<file path="config.mk">
export PLATFORM = sky130hd
export DESIGN_NAME = sdm_arith_unit
export DESIGN_NICKNAME = d
export VERILOG_FILES = /design/src/design/sdm_pkg.sv /design/src/design/sdm_mag_div.sv /design/src/design/sdm_arith_unit.sv
export SDC_FILE = /design/constraint.sdc
export NUM_CORES = 2
export LEC_CHECK = 0
export ABC_AREA = 0
export BUFFER_PORTS_ARGS = -buffer_cell sky130_fd_sc_hd__buf_4
export CORE_MARGIN = 2
export CORE_UTILIZATION = 44
export DETAILED_ROUTE_END_ITERATION = 12
export MAX_ROUTING_LAYER = met4
export SLEW_MARGIN = 20
export SYNTH_ARGS = -nofsm -noshare
export SYNTH_HDL_FRONTEND = slang
export SYNTH_SLANG_ARGS = --single-unit
export TNS_END_PERCENT = 5
</file>
<file path="constraint.sdc">
create_clock -name CLK_I -period 31 [get_ports CLK_I]
set_input_delay 4.65 -clock CLK_I [delete_from_list [all_inputs] [get_ports CLK_I]]
set_output_delay 4.65 -clock CLK_I [all_outputs]
set_load 0.01 [all_outputs]
</file>
<file path="src/design/sdm_pkg.sv">
package sdm_pkg;

  // word layout: sign bit, binary point, 39 fraction bits
  localparam int WORD_W = 40;
  localparam int FRAC_W = 39;
  localparam int PROD_W = 80;
  localparam int PROD_HI = 78;
  localparam int PROD_LO = 39;
  localparam int SIGN_POS = 39;

  // operation select codes
  localparam logic [1:0] OP_ADD = 2'h0;
  localparam logic [1:0] OP_SUB = 2'h1;
  localparam logic [1:0] OP_MUL = 2'h2;
  localparam logic [1:0] OP_DIV = 2'h3;

  // special words
  localparam logic [39:0] WORD_ZERO     = 40'h00_0000_0000;
  localparam logic [39:0] WORD_MINUS_1  = 40'h80_0000_0000;
  localparam logic [39:0] WORD_LSB      = 40'h00_0000_0001;
  localparam logic [39:0] WORD_NEAR_P1  = 40'h7f_ffff_ffff;
  localparam logic [39:0] WORD_NEAR_M1  = 40'h80_0000_0001;
  localparam logic [39:0] WORD_ALL_ONES = 40'hff_ffff_ffff;
  // last-place offset between quotients of differing operand signs
  localparam logic [39:0] QUO_BIAS      = 40'h00_0000_0002;

  // divider step count, one per fraction bit
  localparam logic [5:0] DIV_STEPS = 6'h27;
  localparam logic [5:0] CNT_ZERO  = 6'h00;
  localparam logic [5:0] CNT_ONE   = 6'h01;

  typedef enum logic {
    DV_IDLE = 1'b0,
    DV_RUN  = 1'b1
  } sdm_div_state_t;

  typedef enum logic {
    ST_IDLE = 1'b0,
    ST_DIV  = 1'b1
  } sdm_state_t;

endpackage

</file>
<file path="src/design/sdm_mag_div.sv">
`timescale 1ns/1ps
`default_nettype none

module sdm_mag_div
  import sdm_pkg::*;
(
  input  wire logic        clk_i,
  input  wire logic        rst_n_i,
  input  wire logic        start_i,
  input  wire logic [39:0] num_i,
  input  wire logic [39:0] den_i,
  output logic             done_o,
  output logic [38:0]      quo_o
);

  sdm_div_state_t state_r;
  sdm_div_state_t state_nxt;
  logic [39:0]    rem_r;
  logic [39:0]    rem_nxt;
  logic [39:0]    den_r;
  logic [39:0]    den_nxt;
  logic [38:0]    quo_r;
  logic [38:0]    quo_nxt;
  logic [5:0]     cnt_r;
  logic [5:0]     cnt_nxt;
  logic           done_r;
  logic           done_nxt;
  logic [40:0]    rem2;
  logic [40:0]    diff;
  logic           fits;

  // restoring step on magnitudes; one quotient bit per cycle
  always_comb begin
    rem2      = {rem_r, 1'b0};
    diff      = rem2 - {1'b0, den_r};
    fits      = (rem2 >= {1'b0, den_r});
    state_nxt = state_r;
    rem_nxt   = rem_r;
    den_nxt   = den_r;
    quo_nxt   = quo_r;
    cnt_nxt   = cnt_r;
    done_nxt  = 1'b0;
    unique case (state_r)
      DV_IDLE: begin
        if (start_i) begin
          rem_nxt   = num_i;
          den_nxt   = den_i;
          quo_nxt   = '0;
          cnt_nxt   = CNT_ZERO;
          state_nxt = DV_RUN;
        end
      end
      DV_RUN: begin
        // an oversize numerator just wraps here: such quotients are undefined
        rem_nxt = fits ? diff[39:0] : rem2[39:0];
        quo_nxt = {quo_r[37:0], fits};
        cnt_nxt = cnt_r + CNT_ONE;
        if (cnt_r == DIV_STEPS - CNT_ONE) begin
          done_nxt  = 1'b1;
          state_nxt = DV_IDLE;
        end
      end
    endcase
  end

  always_ff @(posedge clk_i) begin
    if (!rst_n_i) begin
      state_r <= DV_IDLE;
      rem_r   <= '0;
      den_r   <= '0;
      quo_r   <= '0;
      cnt_r   <= CNT_ZERO;
      done_r  <= 1'b0;
    end else begin
      state_r <= state_nxt;
      rem_r   <= rem_nxt;
      den_r   <= den_nxt;
      quo_r   <= quo_nxt;
      cnt_r   <= cnt_nxt;
      done_r  <= done_nxt;
    end
  end

  assign done_o = done_r;
  assign quo_o  = quo_r;

endmodule

`default_nettype wire

</file>
<file path="src/design/sdm_arith_unit.sv">
`timescale 1ns/1ps
`default_nettype none

module sdm_arith_unit
  import sdm_pkg::*;
(
  input  wire logic        CLK_I,
  input  wire logic        RESET_N_I,
  input  wire logic        START_I,
  input  wire logic [1:0]  OP_I,
  input  wire logic [39:0] A_I,
  input  wire logic [39:0] B_I,
  output logic [39:0]      RESULT_O,
  output logic             DONE_O,
  output logic             BUSY_O,
  output logic             SINGULAR_O,
  output logic             NEG_O,
  output logic             ZERO_O
);

  sdm_state_t    state_r;
  sdm_state_t    state_nxt;
  logic [39:0]   res_r;
  logic [39:0]   res_nxt;
  logic          done_r;
  logic          done_nxt;
  logic          busy_r;
  logic          busy_nxt;
  logic          sing_r;
  logic          sing_nxt;
  logic          xneg_r;
  logic          xneg_nxt;
  logic          yneg_r;
  logic          yneg_nxt;
  logic          zero_r;
  logic          zero_nxt;

  logic [39:0]   sum_w;
  logic [39:0]   dif_w;
  logic [79:0]   prod_full;
  logic [39:0]   mul_w;
  logic          a_m1;
  logic          b_m1;
  logic          mul_sing;
  logic [39:0]   x_mag;
  logic [39:0]   y_mag;
  logic          y_zero;
  logic          y_m1;
  logic          eq_mag;
  logic          div_sing;
  logic [39:0]   div_sing_w;
  logic          div_go;
  logic          dv_done;
  logic [38:0]   dv_quo;
  logic [39:0]   quo_odd;
  logic [39:0]   quo_dn;
  logic [39:0]   quo_fin;
  logic          take;
  logic [39:0]   fast_res;
  logic          fast_sing;
  logic          fast_go;
  logic          fin_go;

  // adder path: plain modular sum, -1 is an ordinary operand
  always_comb begin
    sum_w = A_I + B_I;
    dif_w = A_I - B_I;
  end

  // multiplier path
  always_comb begin
    a_m1      = (A_I == WORD_MINUS_1);
    b_m1      = (B_I == WORD_MINUS_1);
    prod_full = $signed(A_I) * $signed(B_I);
    // keep the high word, sign bit at the binary point
    mul_w     = prod_full[PROD_HI:PROD_LO];
    mul_sing  = a_m1 | b_m1;
    if (a_m1 && b_m1) begin
      // known wrong product; software must steer clear
      mul_w = WORD_NEAR_M1;
    end else if (a_m1) begin
      // word 2 - y, which also equals |y| for negative y
      mul_w = WORD_ZERO - B_I;
    end else if (b_m1) begin
      mul_w = WORD_ZERO - A_I;
    end
  end

  // magnitude per bit: a bit of a negative word flips once a lower one is set
  genvar gi;
  generate
    for (gi = 0; gi < WORD_W; gi++) begin : g_mag
      if (gi == 0) begin : g_lsb
        assign x_mag[gi] = A_I[gi];
        assign y_mag[gi] = B_I[gi];
      end else begin : g_upr
        assign x_mag[gi] = A_I[gi] ^ (A_I[SIGN_POS] & (|A_I[gi-1:0]));
        assign y_mag[gi] = B_I[gi] ^ (B_I[SIGN_POS] & (|B_I[gi-1:0]));
      end
    end
  endgenerate

  // divider classification: x is A_I, y is B_I
  always_comb begin
    y_zero     = (B_I == WORD_ZERO);
    y_m1       = (B_I == WORD_MINUS_1);
    eq_mag     = (x_mag == y_mag);
    div_sing   = y_zero | y_m1 | eq_mag;
    div_sing_w = WORD_ZERO;
    if (y_zero) begin
      // 2 - x - lsb is the bitwise complement of x
      div_sing_w = ~A_I;
    end else if (y_m1) begin
      if (A_I[SIGN_POS]) begin
        // x = -1 wraps to 0.111...11, same as x/x negative
        div_sing_w = A_I - WORD_LSB;
      end else begin
        div_sing_w = ~A_I;
      end
    end else if (eq_mag) begin
      // sign of the result is the opposite of the denominator's sign only
      div_sing_w = B_I[SIGN_POS] ? WORD_NEAR_P1
                                 : WORD_NEAR_M1;
    end
  end

  assign take   = (state_r == ST_IDLE) && START_I;
  assign div_go = take && (OP_I == OP_DIV) && !div_sing;

  // magnitudes are unsigned; -1 gives 2^39, which still fits
  sdm_mag_div u_div (
    .clk_i   (CLK_I),
    .rst_n_i (RESET_N_I),
    .start_i (div_go),
    .num_i   (x_mag),
    .den_i   (y_mag),
    .done_o  (dv_done),
    .quo_o   (dv_quo)
  );

  // general quotient: last bit forced to one, then sign handling
  always_comb begin
    quo_odd = {1'b0, dv_quo} | WORD_LSB;
    quo_dn  = quo_odd - QUO_BIAS;
    quo_fin = quo_odd;
    if (xneg_r == yneg_r) begin
      // both negative lands two lsb under both positive
      quo_fin = xneg_r ? quo_dn : quo_odd;
    end else begin
      // negative quotient magnitude is two lsb short
      quo_fin = WORD_ZERO - quo_dn;
    end
  end

  // one-cycle result for whatever op sits on the inputs, except a general quotient
  always_comb begin
    fast_res  = sum_w;
    fast_sing = 1'b0;
    unique case (OP_I)
      OP_ADD: begin
        fast_res  = sum_w;
        fast_sing = 1'b0;
      end
      OP_SUB: begin
        fast_res  = dif_w;
        fast_sing = 1'b0;
      end
      OP_MUL: begin
        fast_res  = mul_w;
        fast_sing = mul_sing;
      end
      OP_DIV: begin
        // no trap or overflow: result simply written
        fast_res  = div_sing_w;
        fast_sing = div_sing;
      end
    endcase
  end

  assign fast_go = take && ((OP_I != OP_DIV) || div_sing);
  assign fin_go  = (state_r == ST_DIV) && dv_done;

  // sequencing: idle, or waiting on the divider
  always_comb begin
    state_nxt = state_r;
    busy_nxt  = busy_r;
    done_nxt  = 1'b0;
    unique case (state_r)
      ST_IDLE: begin
        if (fast_go) begin
          done_nxt = 1'b1;
        end else if (div_go) begin
          busy_nxt  = 1'b1;
          state_nxt = ST_DIV;
        end
      end
      ST_DIV: begin
        // start requests here are ignored, not queued
        if (dv_done) begin
          done_nxt  = 1'b1;
          busy_nxt  = 1'b0;
          state_nxt = ST_IDLE;
        end
      end
    endcase
  end

  always_ff @(posedge CLK_I) begin
    if (!RESET_N_I) begin
      state_r <= ST_IDLE;
      busy_r  <= 1'b0;
      done_r  <= 1'b0;
    end else begin
      state_r <= state_nxt;
      busy_r  <= busy_nxt;
      done_r  <= done_nxt;
    end
  end

  // zero flag is its own flop so the output needs no decode
  always_comb begin
    res_nxt = res_r;
    if (fast_go) begin
      res_nxt = fast_res;
    end else if (fin_go) begin
      res_nxt = quo_fin;
    end
    zero_nxt = (res_nxt == WORD_ZERO);
  end

  always_ff @(posedge CLK_I) begin
    if (!RESET_N_I) begin
      res_r  <= WORD_ZERO;
      zero_r <= 1'b1;
    end else begin
      res_r  <= res_nxt;
      zero_r <= zero_nxt;
    end
  end

  // a general quotient is never singular, so clear at its start
  always_comb begin
    sing_nxt = sing_r;
    if (fast_go) begin
      sing_nxt = fast_sing;
    end else if (div_go) begin
      sing_nxt = 1'b0;
    end
  end

  always_ff @(posedge CLK_I) begin
    if (!RESET_N_I) begin
      sing_r <= 1'b0;
    end else begin
      sing_r <= sing_nxt;
    end
  end

  // operand signs kept for the last-place fix-up when the divider ends
  always_comb begin
    xneg_nxt = xneg_r;
    yneg_nxt = yneg_r;
    if (take && (OP_I == OP_DIV)) begin
      xneg_nxt = A_I[SIGN_POS];
      yneg_nxt = B_I[SIGN_POS];
    end
  end

  always_ff @(posedge CLK_I) begin
    if (!RESET_N_I) begin
      xneg_r <= 1'b0;
      yneg_r <= 1'b0;
    end else begin
      xneg_r <= xneg_nxt;
      yneg_r <= yneg_nxt;
    end
  end

  assign RESULT_O   = res_r;
  assign DONE_O     = done_r;
  assign BUSY_O     = busy_r;
  assign SINGULAR_O = sing_r;
  assign NEG_O      = res_r[SIGN_POS];
  assign ZERO_O     = zero_r;

endmodule

`default_nettype wire

</file>
==> impl_metrics.toml <==
[outcome]
status = "complete, no violations"

[die]
io_pins = 130
die_y_um = 412
die_area_um2 = 170000
die_w_um = 412
core_um2 = 165000
start_util_pct = 44.4
rows = 149

[timing]
period_share_pct = 51.1
fin_tns_setup_ps = 0
fin_skew_ps = 16.4
min_period_ps = 15850
rsz0062_at_grt = "no"
relSlewSlack_pct = 11.6
tightest_slew_ps = 1320
finalSetupViolations = 0
slew_violations = 0
fmax_mhz = 63.1
hold_viol_final = 0

[clock_network]
cts_sinks = 174
hold_buffers = 0
cts-buffers-inserted = 17
cts-resized-gates = 0
cts_tree = "built"
path_clk_slew_ps = 70
htreeDepth = 4
post_cts_buffers = 0
clockRootBuffer = "clkbuf_16"
clockBufferDepth = 2
insertion_delay_ps = 480

[min_path]
hp-class = "flip-flop to flip-flop"
hp-start = "BUSY_O"

[worst_setup_path]
criticalPathCategory = "input pin to flip-flop"
worst_setup_path_start_kind = "input pin"
crit_arrival_ps = 16260
endpoint_kind = "flip-flop"
path_max_fanout = 19
critPathMaxStageDelay_ps = 860
worst_path_max_delay_cell = "a2111oi_1"
rr_startpoint = "u_div.den_r[1]"
r2r_slack_ps = 25910
critPathBufInv = 10
startpoint = "B_I[8]"
crit_family = "adder cells"
required_ps = 31410

[synth]
synth-edff-count = 0
yosysSeqAreaShare_pct = 4.75
synth_seq_cells = 174
synth_ff_type = "dfxtp_1"
async_flop_share_pct = 0
yosys_warnings = 0
syn_area_um2 = 73400
synthCells = 8489
syn_avg_cell_area_um2 = 8.65
syn-num-nets = 10600
synth_cell_types = 91

[routing]
detail_route.wl_per_cell_um = 26.6
wl_um = 278000
drcViolationCount = 0
drt_iter0_drc = 6108
ant_nets = 0
vias = 60800
drt-vias-per-instance = 5.83
drt_pass1_iterations = 9

[cells_and_area]
final_common_cell = "fa_1"
mostFrequentLayoutCells = "1680 x fa_1, 1646 x inv_1, 1010 x nand2_1, 779 x and2_1, 422 x nor2_1"
layout-drive-gt1-share_pct = 4.31
layout.nets = 10300
syn2layout_area_growth_pct = 4.36

[global_route]
first_global_vias = 64900
grt_max_degree = 76
grtUsageTotal_pct = 34.3
antenna_found_initial = 18
gr-total-overflow = 0
grt_pass1_wl_um = 418000

[place]
gp_congestion = 1.08
io_buffers = 129
dpl.hpwl_um = 217000

[flow_run]
cap_violations = 0
worst min-delay path: cells and delay by family (launching register included):
kind             cells  cell delay (ps)
AO/OA/AOI/OAI        1               50
flip-flops           1              310
AND/OR/NAND/NOR      1               60
flip-flops by register name (all words and copies together) (netlist names), 6 cells and up:
name / cells
u_div.rem_r: 40
u_div.den_r: 40
u_div.quo_o: 39
u_div.cnt_r: 6
RESULT_O: 40
per-layer routing:
metal / vias to the layer above / share of wire (%) / global-route usage, %
met5: - / 0 / -
met4: 0 / 6.6 / 17.1
met3: 798 / 8.9 / 6.50
met2: 3002 / 46 / 54.3
met1: 31600 / 38 / 42.0
li1: 25400 / - / -
layout make-up:
cell class / count / area (um^2)
Inverter: 1656 / 6220
Clock buffer: 19 / 433
Antenna cell: 10 / 25.0
Sequential cell: 174 / 3480
Multi-Input combinational cell: 6126 / 61700
Clock inverter: 13 / 109
Fill cell: 16300 / 88800
Timing Repair Buffer: 248 / 1860
Tap cell: 2189 / 2740
synthesized netlist by cell type (24+ instances only):
cell type	number	area, um^2
or2_2	26	163
o21ai_0	179	896
buf_1	66	248
dfxtp_1	174	3480
nor2b_1	47	294
ha_1	342	4280
mux2i_1	71	711
o21a_1	27	203
nand4_1	38	238
a31oi_1	33	206
nand2b_1	24	150
xor2_1	124	1090
nor3_1	93	465
a211oi_1	82	616
a22o_1	39	342
inv_1	1648	6190
clkbuf_1	454	1700
xnor2_1	215	1880
and2_1	779	4870
o22ai_1	35	219
fa_1	1680	33600
a21oi_1	245	1230
nor4_1	51	319
nand2_1	1012	3800
and3_1	24	150
a21o_1	62	465
o211ai_1	34	255
nor2_1	426	1600
nand3_1	80	400
or3_1	33	206
or4_1	26	195
o31ai_1	27	203
cell families after synthesis:
group           Yosys count  synth area share [%]
fa+ha+maj              2022                  51.7
xor+xnor                346                  4.27
compound gates          952                  8.62
simple gates           2732                  18.5
flops                   174                  4.75
mux                      74                  1.01
buf+inv                2189                  11.2
path summary, 6_finish.rpt:
kind,end,cells past startpoint
max reg2reg,u_div.rem_r[23],19
min reg2reg,BUSY_O,2
max,ZERO_O,35
min,BUSY_O,2
stage by stage:
step	setup WS, ps	std cells	cell area (um^2)	hold WS (ps)	util (%)
finish	15150	10400	76600	467	46.3
global route	14870	10400	76600	480	46.3
CTS	15400	10400	76600	466	46.3
detailed placement	14920	10400	76000	450	46.0
global placement	14620	10400	76000	446	46.0
floorplan	15670	8489	73400	430	-
Power is not shown: default switching activity piles up to over one toggle a cycle in this logic, so the estimate is an artifact.
